==> config.mk <==
export PLATFORM = sky130hd
export DESIGN_NAME = timer_prescaler_irq_flags
export DESIGN_NICKNAME = d
export VERILOG_FILES = /design/src/common/timer_prescaler_pkg.sv /design/src/rtl/timer_prescaler_irq_flags.sv
export SDC_FILE = /design/constraint.sdc
export NUM_CORES = 1
export LEC_CHECK = 0
export ABC_AREA = 1
export ABC_CLOCK_PERIOD_IN_PS = 2700
export BUFFER_PORTS_ARGS = -buffer_cell sky130_fd_sc_hd__buf_2
export CAP_MARGIN = 20
export CORE_ASPECT_RATIO = 2
export CORE_MARGIN = 5
export CORE_UTILIZATION = 46
export CTS_BUF_LIST = sky130_fd_sc_hd__clkbuf_16
export DETAILED_ROUTE_END_ITERATION = 7
export GPL_ROUTABILITY_DRIVEN = 0
export PLACE_DENSITY = 0.81
export SLEW_MARGIN = 20
export SYNTH_ARGS = -nofsm -noshare
export SYNTH_HDL_FRONTEND = slang
export SYNTH_SLANG_ARGS = --single-unit
==> constraint.sdc <==
create_clock -name clock -period 2.7 [get_ports clock]
set_input_delay 0.405 -clock clock [delete_from_list [all_inputs] [get_ports clock]]
set_output_delay 0.405 -clock clock [all_outputs]
set_load 0.02 [all_outputs]
==> src/common/timer_prescaler_pkg.sv <==
package timer_prescaler_pkg;
   // Register indices; byte address is four times the index
   localparam logic [7:0] IDX_FLAGS = 8'h0b;
   localparam logic [7:0] IDX_MASK = 8'h0c;
   localparam logic [7:0] IDX_GENERAL = 8'h23;
   localparam logic [7:0] IDX_CLOCK_SELECT = 8'h30;
   localparam int ADDR_WIDTH = 12;

   // Flag and enable bit positions, shared by mask and flag registers
   localparam int BIT_CAPTURE = 5;
   localparam int BIT_COMPARE_B = 2;
   localparam int BIT_COMPARE_A = 1;
   localparam int BIT_OVERFLOW = 0;
   localparam logic [7:0] IRQ_BITS = 8'h27;

   // General control fields
   localparam int BIT_SYNC_HOLD = 7;
   localparam int BIT_PRESCALER_RESET = 0;

   // Clock select register: timer 1 field low, timer 0 field above it
   localparam int CS1_LSB = 0;
   localparam int CS0_LSB = 3;
   localparam int CS_WIDTH = 3;

   localparam logic [7:0] RESET_FLAGS = 8'h00;
   localparam logic [7:0] RESET_MASK = 8'h00;
   localparam logic [7:0] RESET_GENERAL = 8'h00;
   localparam logic [7:0] RESET_CLOCK_SELECT = 8'h00;

   typedef enum logic [2:0] {
      CS_STOPPED = 3'b000,
      CS_DIRECT = 3'b001,
      CS_DIV8 = 3'b010,
      CS_DIV64 = 3'b011,
      CS_DIV256 = 3'b100,
      CS_DIV1024 = 3'b101,
      CS_EXT_FALL = 3'b110,
      CS_EXT_RISE = 3'b111
   } clock_select_type;

   // Prescaler tap divisors as log2
   localparam int LOG_DIV8 = 3;
   localparam int LOG_DIV64 = 6;
   localparam int LOG_DIV256 = 8;
   localparam int LOG_DIV1024 = 10;
endpackage

==> src/rtl/timer_prescaler_irq_flags.sv <==
// Register access over APB was chosen for this implementation.
`timescale 1ns/1ps
// Contract
// Capture request needs capture enable bit 5, global enable and capture flag.
// Compare B request needs enable bit 2, global enable and its flag.
// Compare A request needs enable bit 1, global enable and its flag.
// Overflow request needs enable bit 0, global enable and overflow flag.
// Bits 7:6 and 4:3 of mask and flag registers read zero.
// Capture event sets capture flag; with capture as top, reaching top does.
// Vector execution or writing one clears each of the four flags.
// Compare flags set in the timer clock cycle after counter equals compare.
// Forced compare strobes never touch the compare flags.
// Overflow flag set on overflow point supplied by the counter core.
// One prescaler shared, each timer picks its own tap.
// Clock select 1 counts every system clock.
// Prescaler taps divide by 8, 64, 256 and 1024.
// Prescaler runs free, ignoring clock selects.
// External pin synchronised; select 7 counts rising, 6 falling edges.
// External edge reaches the counter within 2.5 to 3.5 cycles.
// Outside party keeps pin stable a cycle around enabling the input.
// External clock half periods exceed one system clock cycle.
// External clock never passes through prescaler dividers.
// Sync hold mode keeps prescaler reset; clearing mode clears reset.
// Prescaler reset bit resets prescaler, self clears unless hold mode.
// Capture pin edge per edge select copies counter into capture register.
// Writing zero leaves flags; set wins over a same cycle clear.
module timer_prescaler_irq_flags #(
   parameter int PRESCALE_WIDTH = 10
) (
   input wire logic clock,
   input wire logic rst,
   input wire logic psel,
   input wire logic penable,
   input wire logic pwrite,
   input wire logic [timer_prescaler_pkg::ADDR_WIDTH-1:0] paddr,
   input wire logic [31:0] pwdata,
   output logic [31:0] prdata,
   output logic pready,
   output logic pslverr,
   input wire logic global_irq_enable,
   input wire logic [15:0] wide_counter,
   input wire logic capture_input_pin,
   input wire logic capture_edge_select,
   input wire logic capture_is_top,
   input wire logic counter_at_top,
   input wire logic compare_a_equal,
   input wire logic compare_b_equal,
   input wire logic force_compare_a,
   input wire logic force_compare_b,
   input wire logic overflow_event,
   input wire logic ack_capture,
   input wire logic ack_compare_b,
   input wire logic ack_compare_a,
   input wire logic ack_overflow,
   input wire logic external_count_pin,
   output logic capture_irq,
   output logic compare_b_irq,
   output logic compare_a_irq,
   output logic overflow_irq,
   output logic timer0_tick,
   output logic timer1_tick,
   output logic timers_halted,
   output logic [15:0] capture_register
);

   if (PRESCALE_WIDTH < timer_prescaler_pkg::LOG_DIV1024) begin : g_bad_width
      $error("Prescaler too narrow for the largest tap");
   end

   ////////////////////////////////////////////////////////////////////////////
   // Registers and APB decode

   logic [7:0] timer1_interrupt_flags;
   logic [7:0] timer1_interrupt_mask;
   logic sync_hold_mode;
   logic prescaler_reset_bit;
   logic [7:0] clock_select;
   logic [PRESCALE_WIDTH-1:0] prescaler;
   logic [2:0] ext_sync;
   logic [2:0] cap_sync;

   wire [9:0] word_index = paddr[11:2];
   wire setup = psel && !penable;
   wire write_access = psel && penable && pwrite && pready;
   wire hit_flags = word_index == {2'b00, timer_prescaler_pkg::IDX_FLAGS};
   wire hit_mask = word_index == {2'b00, timer_prescaler_pkg::IDX_MASK};
   wire hit_general = word_index == {2'b00, timer_prescaler_pkg::IDX_GENERAL};
   wire hit_select = word_index == {2'b00, timer_prescaler_pkg::IDX_CLOCK_SELECT};
   wire mapped = hit_flags || hit_mask || hit_general || hit_select;
   wire [7:0] general_view = {sync_hold_mode, 6'b00_0000, prescaler_reset_bit};

   // reserved bits zero
   wire [7:0] read_byte = hit_flags ? (timer1_interrupt_flags & timer_prescaler_pkg::IRQ_BITS) :
                          hit_mask ? (timer1_interrupt_mask & timer_prescaler_pkg::IRQ_BITS) :
                          hit_general ? general_view :
                          hit_select ? clock_select : 8'h00;

   always_ff @(posedge clock) begin
      if (rst) begin
         pready <= 1'b0;
         pslverr <= 1'b0;
         prdata <= 32'h0000_0000;
      end else begin
         pready <= setup;
         pslverr <= setup && !mapped;
         if (setup) begin
            prdata <= {24'h00_0000, read_byte};
         end
      end
   end

   always_ff @(posedge clock) begin
      if (rst) begin
         timer1_interrupt_mask <= timer_prescaler_pkg::RESET_MASK;
         clock_select <= timer_prescaler_pkg::RESET_CLOCK_SELECT;
      end else begin
         if (write_access && hit_mask) begin
            timer1_interrupt_mask <= pwdata[7:0] & timer_prescaler_pkg::IRQ_BITS;
         end
         if (write_access && hit_select) begin
            clock_select <= {2'b00, pwdata[5:0]};
         end
      end
   end

   ////////////////////////////////////////////////////////////////////////////
   // Prescaler reset and synchronisation hold

   wire general_write = write_access && hit_general;

   // reset bit kept only in hold mode
   always_ff @(posedge clock) begin
      if (rst) begin
         sync_hold_mode <= timer_prescaler_pkg::RESET_GENERAL[timer_prescaler_pkg::BIT_SYNC_HOLD];
         prescaler_reset_bit <= timer_prescaler_pkg::RESET_GENERAL[timer_prescaler_pkg::BIT_PRESCALER_RESET];
      end else if (general_write) begin
         sync_hold_mode <= pwdata[timer_prescaler_pkg::BIT_SYNC_HOLD];
         prescaler_reset_bit <= pwdata[timer_prescaler_pkg::BIT_PRESCALER_RESET]
                                && pwdata[timer_prescaler_pkg::BIT_SYNC_HOLD];
      end else if (!sync_hold_mode) begin
         prescaler_reset_bit <= 1'b0;
      end
   end

   // A write of the reset bit without hold mode still resets for one cycle
   wire reset_pulse = general_write && pwdata[timer_prescaler_pkg::BIT_PRESCALER_RESET];
   wire prescaler_clear = prescaler_reset_bit || reset_pulse;
   wire hold = sync_hold_mode && prescaler_reset_bit;

   // free running counter, clock selects never reach it
   always_ff @(posedge clock) begin
      if (rst || prescaler_clear) begin
         prescaler <= '0;
      end else begin
         prescaler <= prescaler + 1'b1;
      end
   end

   function automatic logic tap_reached(input logic [PRESCALE_WIDTH-1:0] count, input int log_div);
      logic [PRESCALE_WIDTH-1:0] low_mask;
      low_mask = PRESCALE_WIDTH'((1 << log_div) - 1);
      return (count & low_mask) == low_mask;
   endfunction

   // four taps from the shared prescaler
   wire tap8 = tap_reached(prescaler, timer_prescaler_pkg::LOG_DIV8);
   wire tap64 = tap_reached(prescaler, timer_prescaler_pkg::LOG_DIV64);
   wire tap256 = tap_reached(prescaler, timer_prescaler_pkg::LOG_DIV256);
   wire tap1024 = tap_reached(prescaler, timer_prescaler_pkg::LOG_DIV1024);

   ////////////////////////////////////////////////////////////////////////////
   // External clock pin

   // two flop synchroniser, third flop for edge detect
   always_ff @(posedge clock) begin
      if (rst) begin
         ext_sync <= 3'b000;
         cap_sync <= 3'b000;
      end else begin
         ext_sync <= {ext_sync[1:0], external_count_pin};
         cap_sync <= {cap_sync[1:0], capture_input_pin};
      end
   end

   wire ext_rise = ext_sync[1] && !ext_sync[2];
   wire ext_fall = !ext_sync[1] && ext_sync[2];

   // tap choice per timer; external edges bypass the dividers
   function automatic logic select_tick(input logic [2:0] cs, input logic t8, input logic t64,
                                        input logic t256, input logic t1024, input logic rise,
                                        input logic fall);
      timer_prescaler_pkg::clock_select_type sel;
      logic tick;
      sel = timer_prescaler_pkg::clock_select_type'(cs);
      case (sel)
         timer_prescaler_pkg::CS_STOPPED: tick = 1'b0;
         timer_prescaler_pkg::CS_DIRECT: tick = 1'b1;
         timer_prescaler_pkg::CS_DIV8: tick = t8;
         timer_prescaler_pkg::CS_DIV64: tick = t64;
         timer_prescaler_pkg::CS_DIV256: tick = t256;
         timer_prescaler_pkg::CS_DIV1024: tick = t1024;
         timer_prescaler_pkg::CS_EXT_FALL: tick = fall;
         timer_prescaler_pkg::CS_EXT_RISE: tick = rise;
         default: tick = 1'b0;
      endcase
      return tick;
   endfunction

   wire [2:0] cs1 = clock_select[timer_prescaler_pkg::CS1_LSB +: timer_prescaler_pkg::CS_WIDTH];
   wire [2:0] cs0 = clock_select[timer_prescaler_pkg::CS0_LSB +: timer_prescaler_pkg::CS_WIDTH];
   wire next_tick1 = !hold && select_tick(cs1, tap8, tap64, tap256, tap1024, ext_rise, ext_fall);
   wire next_tick0 = !hold && select_tick(cs0, tap8, tap64, tap256, tap1024, ext_rise, ext_fall);

   // tick registered once after the edge detector
   always_ff @(posedge clock) begin
      if (rst) begin
         timer0_tick <= 1'b0;
         timer1_tick <= 1'b0;
         timers_halted <= 1'b0;
      end else begin
         timer0_tick <= next_tick0;
         timer1_tick <= next_tick1;
         timers_halted <= hold;
      end
   end

   ////////////////////////////////////////////////////////////////////////////
   // Capture register

   wire cap_edge = capture_edge_select ? (cap_sync[1] && !cap_sync[2]) : (!cap_sync[1] && cap_sync[2]);
   // Capture pin is disconnected while the capture register serves as top
   wire capture_event = cap_edge && !capture_is_top;

   // copy counter on the selected edge
   always_ff @(posedge clock) begin
      if (rst) begin
         capture_register <= 16'h0000;
      end else if (capture_event) begin
         capture_register <= wide_counter;
      end
   end

   ////////////////////////////////////////////////////////////////////////////
   // Interrupt flags

   // capture edge, or top when capture register is top
   wire set_capture = capture_event || (capture_is_top && counter_at_top && timer1_tick);
   // match seen at a timer clock sets the flag; forced strobes ignored
   wire set_compare_a = compare_a_equal && timer1_tick;
   wire set_compare_b = compare_b_equal && timer1_tick;
   // overflow point comes from the counter core
   wire set_overflow = overflow_event;

   wire [7:0] flag_set = {2'b00, set_capture, 2'b00, set_compare_b, set_compare_a, set_overflow};
   wire [7:0] flag_ack = {2'b00, ack_capture, 2'b00, ack_compare_b, ack_compare_a, ack_overflow};
   wire [7:0] flag_clear = flag_ack | ((write_access && hit_flags) ? pwdata[7:0] : 8'h00);

   genvar i;
   for (i = 0; i < 8; i++) begin : g_flag
      if (timer_prescaler_pkg::IRQ_BITS[i]) begin : g_used
         // one clears, zero leaves, set wins
         always_ff @(posedge clock) begin
            if (rst) begin
               timer1_interrupt_flags[i] <= timer_prescaler_pkg::RESET_FLAGS[i];
            end else begin
               timer1_interrupt_flags[i] <= flag_set[i] || (timer1_interrupt_flags[i] && !flag_clear[i]);
            end
         end
      end else begin : g_unused
         assign timer1_interrupt_flags[i] = 1'b0;
      end
   end

   wire [7:0] request = timer1_interrupt_flags & timer1_interrupt_mask & {8{global_irq_enable}};

   // request needs enable, global enable and flag
   always_ff @(posedge clock) begin
      if (rst) begin
         capture_irq <= 1'b0;
         compare_b_irq <= 1'b0;
         compare_a_irq <= 1'b0;
         overflow_irq <= 1'b0;
      end else begin
         capture_irq <= request[timer_prescaler_pkg::BIT_CAPTURE];
         compare_b_irq <= request[timer_prescaler_pkg::BIT_COMPARE_B];
         compare_a_irq <= request[timer_prescaler_pkg::BIT_COMPARE_A];
         overflow_irq <= request[timer_prescaler_pkg::BIT_OVERFLOW];
      end
   end
endmodule

Word level (Yosys, flattened, before mapping). Index checks and enable logic that the tools add are counted.

Add/subtract/negate cells: 1. Eq/ne operators: 23. Muxes and demuxes: 10. Bitwise logic cells: 3. Reduce and logical (&&, ||, !) cells: 51.

Operators with widths (count): 3-bit == test (second input constant) (9); 1-bit logical AND (27); 8-bit 2-to-1 mux (3); 10-bit by 4-bit == test with 1-bit output (second input constant) (2); 10-bit by 6-bit == test with 1-bit output (second input constant) (2); 1-bit case mux with 8 select lines (2); 6-bit AND (2); 3-bit by 2-bit == test with 1-bit output (second input constant) (4); 1-bit logical NOT (12); 6-bit 2-to-1 mux (2); 10-bit by 1-bit adder with 10-bit output (second input constant) (1); 10-bit == test (second input constant) (1); 1-bit logical OR (10); 8-bit == test (second input constant) (1); 3-bit by 1-bit == test with 1-bit output (second input constant) (2); 6-bit == test (second input constant) (1); 3-bit logical NOT (2); 6-bit bitwise OR (1); 1-bit 2-to-1 mux (3); 2-bit by 1-bit inequality test with 1-bit output (second input constant) (1).

Register bits after elaboration: 65. Bits of input ports: 80. Output and inout port bits: 57. Word-level logic and storage cells: 110.

Longest topological paths before layout. Gate-level depths: netlist of the first run.

Depth after elaboration: 9. Mapped depth: 9. Gate-level depth less buffers: 9.

Worst setup path before layout of the first run. No wires, ideal clock.

Path kind: input-to-reg. Start point: input port paddr[11] (netlist bit). End point: register clock_select[3]. Library setup time: 0.120 ns. Data arrival time: 1.267 ns. Required time: 2.580 ns. Setup slack: 1.314 ns. Stages on the path: 9. Path buffers: 1. Cells stage by stage: nor2_4 -> nand2_4 -> nor2_4 -> nand2_1 -> inv_2 -> nand2_2 -> buf_6 -> o21ai_1 -> a21oi_1.

Cells in the longest elaborated chain, start to end: 2.

RTL lines: start: declaration (RTL line timer_prescaler_irq_flags.sv:35) `input wire logic [timer_prescaler_pkg::ADDR_WIDTH-1:0] paddr,`; 10-bit by 6-bit == test with 1-bit output (RTL line timer_prescaler_irq_flags.sv:88) `wire hit_select = word_index == {2'b00, timer_prescaler_pkg::IDX_CLOCK_SELECT};`; 1-bit logical AND (RTL line timer_prescaler_irq_flags.sv:120) `if (write_access && hit_select) begin`; end signal: assignment (RTL line timer_prescaler_irq_flags.sv:115) `clock_select <= timer_prescaler_pkg::RESET_CLOCK_SELECT;`; end signal: assignment (RTL line timer_prescaler_irq_flags.sv:121) `clock_select <= {2'b00, pwdata[5:0]};`; end: declaration (RTL line timer_prescaler_irq_flags.sv:77) `logic [7:0] clock_select;`.

No other way between the ends. A chain may end at the register's enable or synchronous reset.

Worst setup path in the final report of the first run.
Start point: register cap_sync[1]. End point: register timer1_interrupt_flags[5].

Cells in the longest elaborated chain, start to end: 6. Elaborated cells between the ends (all ways): 7. Those cells by class: mux: 1; reduce/logical: 6.

RTL lines: start: declaration (RTL line timer_prescaler_irq_flags.sv:80) `logic [2:0] cap_sync;`; start signal: assignment (RTL line timer_prescaler_irq_flags.sv:181) `cap_sync <= {cap_sync[1:0], capture_input_pin};`; 1-bit logical NOT (RTL line timer_prescaler_irq_flags.sv:230) `wire cap_edge = capture_edge_select ? (cap_sync[1] && !cap_sync[2]) : (!cap_sync[1] && cap_sync[2]);`; 1-bit logical AND (RTL line timer_prescaler_irq_flags.sv:230); 1-bit 2-to-1 mux * (RTL line timer_prescaler_irq_flags.sv:230); 1-bit logical AND * (RTL line timer_prescaler_irq_flags.sv:232) `wire capture_event = cap_edge && !capture_is_top;`; 1-bit logical OR * (RTL line timer_prescaler_irq_flags.sv:247) `wire set_capture = capture_event || (capture_is_top && counter_at_top && timer1_tick);`; 1-bit logical OR * (RTL line timer_prescaler_irq_flags.sv:266) `timer1_interrupt_flags[i] <= flag_set[i] || (timer1_interrupt_flags[i] && !flag_clear[i]);`; end signal: indexed assignment (RTL line timer_prescaler_irq_flags.sv:264) `timer1_interrupt_flags[i] <= timer_prescaler_pkg::RESET_FLAGS[i];`; end signal: indexed assignment (RTL line timer_prescaler_irq_flags.sv:266); end: declaration (RTL line timer_prescaler_irq_flags.sv:73) `logic [7:0] timer1_interrupt_flags;`.

Every way passes the cells marked *; elsewhere a longest branch is shown, timed or not.

==> key figures, run 1 <==
Placed design
  • Detail Placement HPWL: 5.51 mm
  • Port Buffers: 82
  • Dpl cells: 547

Power and ir drop
  • Comb pwr share: 7.6%
  • Reg power frac: 43.3%
  • VDD IR max: 0.662 mV
  • Sw power: 0.527 mW
  • Net Sw Frac: 23.4%
  • Clock network power share: 49.1%
  • Internal power: 1.72 mW
  • P per Cell Area: 635 nW/um2
  • Pleak: 1.60 nW

Worst setup path
  • Worst Path Arrival: 2.09 ns
  • Cell family with most CP delay: buffers and inverters
  • Startpoint types: flip-flop
  • Most used cell, CP: nand2_1
  • Critical path peak fanout: 17
  • Kind of critical path: flip-flop to flip-flop
  • R2R Path Start: cap_sync[1]
  • Worst setup EP type: flip-flop
  • Critical path cell sequence: inv_1, nor2_1, nand2_1, o21ai_0, nand2_1, clkinv_1, a31oi_1, a21oi_1
  • Buf/Inv on CP: 2
  • CP startpoint: cap_sync[1]
  • Slowest cell on the critical path: clkinv_1
  • Worst Path Required: 2.91 ns
  • Max stage delay on crit path: 0.51 ns

Yosys
  • Top post-synthesis cells by area: dfxtp_1 45%, nor2_1 10%, nand2_1 6.7%, buf_4 6.6%, inv_1 4.7%
  • Synth cell types: 34
  • Asr flop ratio synth: 0%
  • Synth Instances: 389
  • Post-synthesis sequential area ratio: 44.8%
  • Post-synth top area share: 44.8%
  • Synthesized area per cell: 7.35 um2
  • Post-synth EDFFs: 0
  • Top-count cell post-synth: nor2_1
  • Mapped Area: 2860 um2
  • Post-synth top cells: 80 x nor2_1, 64 x dfxtp_1, 51 x nand2_1, 36 x inv_1, 27 x o21ai_0
  • Synthesis Warnings: 0
  • Synth Flop Type: dfxtp_1
  • Synth area leader: dfxtp_1
  • FF+latch count, synth: 64

Timing
  • Unrepaired setup endpoints after global routing: no
  • Minimum clock period: 1.89 ns
  • Setup_tns: 0 ns
  • Final Slew Violations: 0
  • Final hold vios: 0
  • Tcrit/Tclk final: 69.9%
  • Worst-margin pin slew: 0.671 ns
  • Fmax: 530 MHz
  • # setup viols final: 0
  • Clock skew: 0.00631 ns
  • Relative slew slack: 55.2%

Routing
  • ANT nets after route: 0
  • Post-DR wirelength/cell: 12.8 um
  • DR vias: 2696
  • Drt first pass iters: 4
  • DRT iter0 DRCs: 107
  • Via-per-instance ratio: 4.79
  • Drt drc: 0
  • Final wirelength: 7.21 mm

Floorplanning
  • Die ar.: 7990 um2
  • Row count: 40
  • Die Y-Extent: 122 um
  • Starting density of the core: 47.2%
  • Die width: 65.8 um
  • Core Area: 6060 um2
  • IO Count: 137

Cells and area
  • Non-filler instance count after layout: 563
  • Ant diodes: 0
  • Layout area overhead: 23.7%
  • Multi-input gate area: 1290 um2
  • Layout cell share with drive strength beyond 1: 23.4%
  • Filler cell count: 585
  • Fin nets: 556
  • Flip-flop and latch area: 1280 um2

Worst hold path
  • HP Class: primary input to flip-flop
  • Hold_sp: capture_input_pin

Clock tree
  • Sink Count: 64
  • Largest buffer count on any clock path: 2
  • Cts bufs inserted: 9
  • Worst-Skew Late Latency: 0.33 ns
  • Root Driver: clkbuf_16
  • Post-cts sizing count: 0
  • Post-CTS Hold Buffers: 0
  • Setup bufs post-CTS: 0
  • CTS tree: done
  • H-tree levels: 3
  • Worst-path clk slew: 0.05 ns

Global routing
  • Largest net degree at the start of global routing: 27
  • Vias in the first global route: 2586
  • Initial antenna violation count: 0
  • First-pass GRT wire length: 11.2 mm
  • Total GRT Usage: 18.6%
  • Final global-route overflow total: 0

Run
  • Max-Cap Viols: 0

Outcome
  • Status: finished, final reports clean
path summary, 6_finish.rpt:
kind	slack (ns)	endpoint	cells after the start
max	0.81	timer1_interrupt_flags[5]	8
min	0.28	cap_sync[0]	3
max reg2reg	0.81	timer1_interrupt_flags[5]	8
min reg2reg	0.41	ext_sync[1]	2
per-stage QoR:
stage               cell area, um2  hold WS (ns)  setup slack, ns  util, %  total power [mW]
floorplan                     2950         0.388             1.31        -              1.12
CTS                           3540         0.273            0.773     58.4              2.26
detailed placement            3250         0.396            0.668     53.6              1.16
global placement              3250         0.396            0.714     53.6              1.16
finish                        3540         0.279            0.813     58.4              2.25
global route                  3540         0.284            0.560     58.4              2.33
layout by cell type, fill, tap and decap left out, drive strengths merged:
cell,n
nor2,86
nor4,1
or2,2
bufinv,1
buf,83
a211oi,4
clkbuf,9
xnor2,1
conb,25
dfxtp,64
clkinvlp,3
nor3b,2
nor3,5
o21ai,31
a31oi,3
inv,40
nand2,54
nand3,23
clkinv,3
nand4,8
a21oi,26
ha,2
xor2,3
flip-flops by register name, indices dropped and copies added (netlist names), 3 cells and up:
name                    cells
timer1_interrupt_mask       4
ext_sync                    3
capture_register           16
clock_select                6
prdata                      7
cap_sync                    3
prescaler                  10
timer1_interrupt_flags      4
per-layer routing:
layer	vias up	track usage, %	share of wire, %
met5	-	0	0
met4	0	12.5	4.8
met3	27	4.91	6.4
met2	96	34.4	54
met1	1201	16.8	34
li1	1372	-	-
final cells by class:
cell class | instances | area share [%]
well taps | 84 | 2.97
multi-input cells | 276 | 36.5
clock inverters | 7 | 1.84
clock buffers | 9 | 6.37
inverters | 40 | 4.24
repair buffers | 83 | 11.8
flip-flops and latches | 64 | 36.2
worst min-delay path, cell delays in order:
cell and delay [ns]:
buf_2 0.09, inv_1 0.04, nor2_1 0.03
power groups by stage:
stage / clock, mW / sequential, mW / combinational (mW)
floorplan: 0 / 1.00 / 0.120
global placement: 0 / 0.990 / 0.166
detailed placement: 0 / 0.992 / 0.170
CTS: 1.12 / 0.972 / 0.171
global route: 1.16 / 0.974 / 0.190
finish: 1.10 / 0.972 / 0.172
kinds of logic (layout without fill, tap and decap cells):
group / count (synthesis) / in the layout / synth area share, %
adders and majority gates: 2 / 2 / 0.875
AOI/OAI and AO/OA: 64 / 64 / 11.9
xor gates and xnor gates: 4 / 4 / 1.23
DFF: 64 / 64 / 44.8
and+or+nand+nor: 181 / 181 / 27.9
buffers and inverters: 73 / 139 / 13.2
other: 1 / 25 / 0.131
No activity file was read; power rests on OpenSTA's default activity.
==> inputs of run 2 (changes only) <==
ABC_CLOCK_PERIOD_IN_PS = 1500   (was 2700)
CORE_UTILIZATION = 42   (was 46)
PLACE_DENSITY = 0.78   (was 0.81)
clock period = 1.5 ns   (was 2.7 ns; I/O delays follow)
==> run 2 against run 1 <==
  * Power up 70%
  * Wire length is 3.0% higher
  * Final area rose by 2.1%
  * Count of clock-buffer cells in the layout unchanged
  * Critical path type unchanged
  * Largest power group is now registers
==> key figures, run 2 (synthesis results as in run 1) <==
Worst setup path
  • Cell family with most CP delay: compound AO/OA/AOI/OAI gates
  • Kind of critical path: flip-flop to flip-flop
  • Worst Path Required: 1.71 ns
  • Buf/Inv on CP: 3
  • R2R Setup Slk: 0.16 ns
  • Worst setup EP type: flip-flop
  • Critical path cell sequence: inv_1, nor2_1, nand2_1, o21ai_0, buf_4, nand2_1, clkinv_1, a31oi_1, a21oi_1
  • Most used cell, CP: nand2_1
  • Slowest cell on the critical path: dfxtp_1
  • Startpoint types: flip-flop
  • Max stage delay on crit path: 0.29 ns
  • CP startpoint: cap_sync[1]
  • Critical path peak fanout: 3
  • R2R Path Start: cap_sync[1]
  • Worst Path Arrival: 1.54 ns

Clock tree
  • Root Driver: clkbuf_16
  • H-tree levels: 3
  • CTS tree: done
  • Largest buffer count on any clock path: 2
  • Sink Count: 64
  • Worst-Skew Late Latency: 0.32 ns
  • Post-CTS Hold Buffers: 0
  • Worst-path clk slew: 0.05 ns
  • Setup bufs post-CTS: 0
  • Cts bufs inserted: 9

Floorplanning
  • Starting density of the core: 43.2%
  • Die ar.: 8660 um2
  • IO Count: 137
  • Die width: 68.4 um
  • Die Y-Extent: 127 um
  • Row count: 42
  • Core Area: 6620 um2

Run
  • Max-Cap Viols: 0

Timing
  • Unrepaired setup endpoints after global routing: no
  • Final Slew Violations: 0
  • Setup_tns: 0 ns
  • Fmax: 748 MHz
  • Clock skew: 0.00559 ns
  • Final hold vios: 0
  • # setup viols final: 0
  • Minimum clock period: 1.34 ns
  • Tcrit/Tclk final: 89.1%

Power and ir drop
  • Clock network power share: 45.5%
  • P per Cell Area: 1060 nW/um2
  • Sw power: 0.902 mW
  • Reg power frac: 46.0%
  • Net Sw Frac: 23.7%
  • Comb pwr share: 8.5%
  • Total power: 3.81 mW
  • VDD IR max: 0.795 mV
  • Internal power: 2.91 mW
  • Pleak: 1.63 nW

Routing
  • Drt drc: 0
  • ANT nets after route: 0
  • Via-per-instance ratio: 4.81
  • Drt first pass iters: 5
  • DR vias: 2757
  • DRT iter0 DRCs: 92
  • Final wirelength: 7.43 mm
  • Post-DR wirelength/cell: 13.0 um

Cells and area
  • Commonest non-fill, non-tap cell in the layout: buf_2
  • Layout cell share with drive strength beyond 1: 25.8%
  • Ant diodes: 0
  • Largest regs: capture_register: 16 flops, prescaler: 10 flops, prdata: 7 flops
  • Top reg by flops: capture_register
  • Multi-input gate area: 1330 um2
  • Commonest non-fill, non-tap cells in the layout: 82 x buf_2, 77 x nor2_1, 63 x dfxtp_1
  • Layout area overhead: 26.2%
  • Fin area: 3610 um2
  • Max reg flops: 16
  • Filler cell count: 682
  • Fin nets: 565
  • Flip-flop and latch area: 1280 um2

Placed design
  • Port Buffers: 82
  • Detail Placement HPWL: 5.93 mm
  • Post-DP Area: 3330 um2

Global routing
  • First-pass GRT wire length: 11.8 mm
  • Initial antenna violation count: 0
  • Largest net degree at the start of global routing: 24
  • Final global-route overflow total: 0
  • Vias in the first global route: 2643
  • Total GRT Usage: 18.1%

Worst hold path
  • HP Class: primary input to flip-flop
  • Hold_sp: external_count_pin

Outcome
  • Status: finished, final reports clean
-- run 2: timing repair --
item	4_1_cts	5_1_grt
hold endpoints to repair	0	0
gates resized for setup	1	10
setup endpoints to repair	1	3
pin swaps	0	1
-- run 2: path summary, 6_finish.rpt --
kind | end | depth (start not counted)
max | timer1_interrupt_flags[5] | 9
min | ext_sync[0] | 3
max reg2reg | timer1_interrupt_flags[5] | 9
min reg2reg | cap_sync[1] | 2
-- run 2: metal layers --
layer,vias up,global-route usage (%),part of all wire [%]
met2,89,32.5,55
met4,0,11.4,5.0
met1,1258,16.8,34
met3,26,5.22,6.2
met5,-,0,0
li1,1384,-,-
-- run 2: per-stage QoR --
stage	hold slack [ns]	cells	utilization, %	setup WS (ns)
floorplan	0.332	413	-	0.165
global route	0.118	573	54.5	0.00824
detailed placement	0.400	560	50.3	0.00125
global placement	0.392	560	50.3	0.0653
CTS	0.101	573	54.0	0.0309
finish	0.107	573	54.5	0.163
-- run 2: tightest hold or removal path, stage by stage --
cell,delay [ns]
buf_2,0.07
inv_1,0.03
nor2_1,0.07
-- run 2: power by group through the flow --
stage               combinational (mW)  clock [mW]  sequential [mW]
finish                           0.324        1.74             1.75
global route                     0.361        1.86             1.75
CTS                              0.322        1.77             1.75
detailed placement               0.321           0             1.78
global placement                 0.313           0             1.78
floorplan                        0.216           0             1.80
-- run 2: cell type report --
type                    instances  share of cell area, %
multi-input cells             276                   36.8
flip-flops and latches         64                   35.5
repair buffers                 92                   13.8
clock buffers                   9                   6.24
inverters                      40                   4.16
well taps                      88                   3.05
clock inverters                 4                  0.450
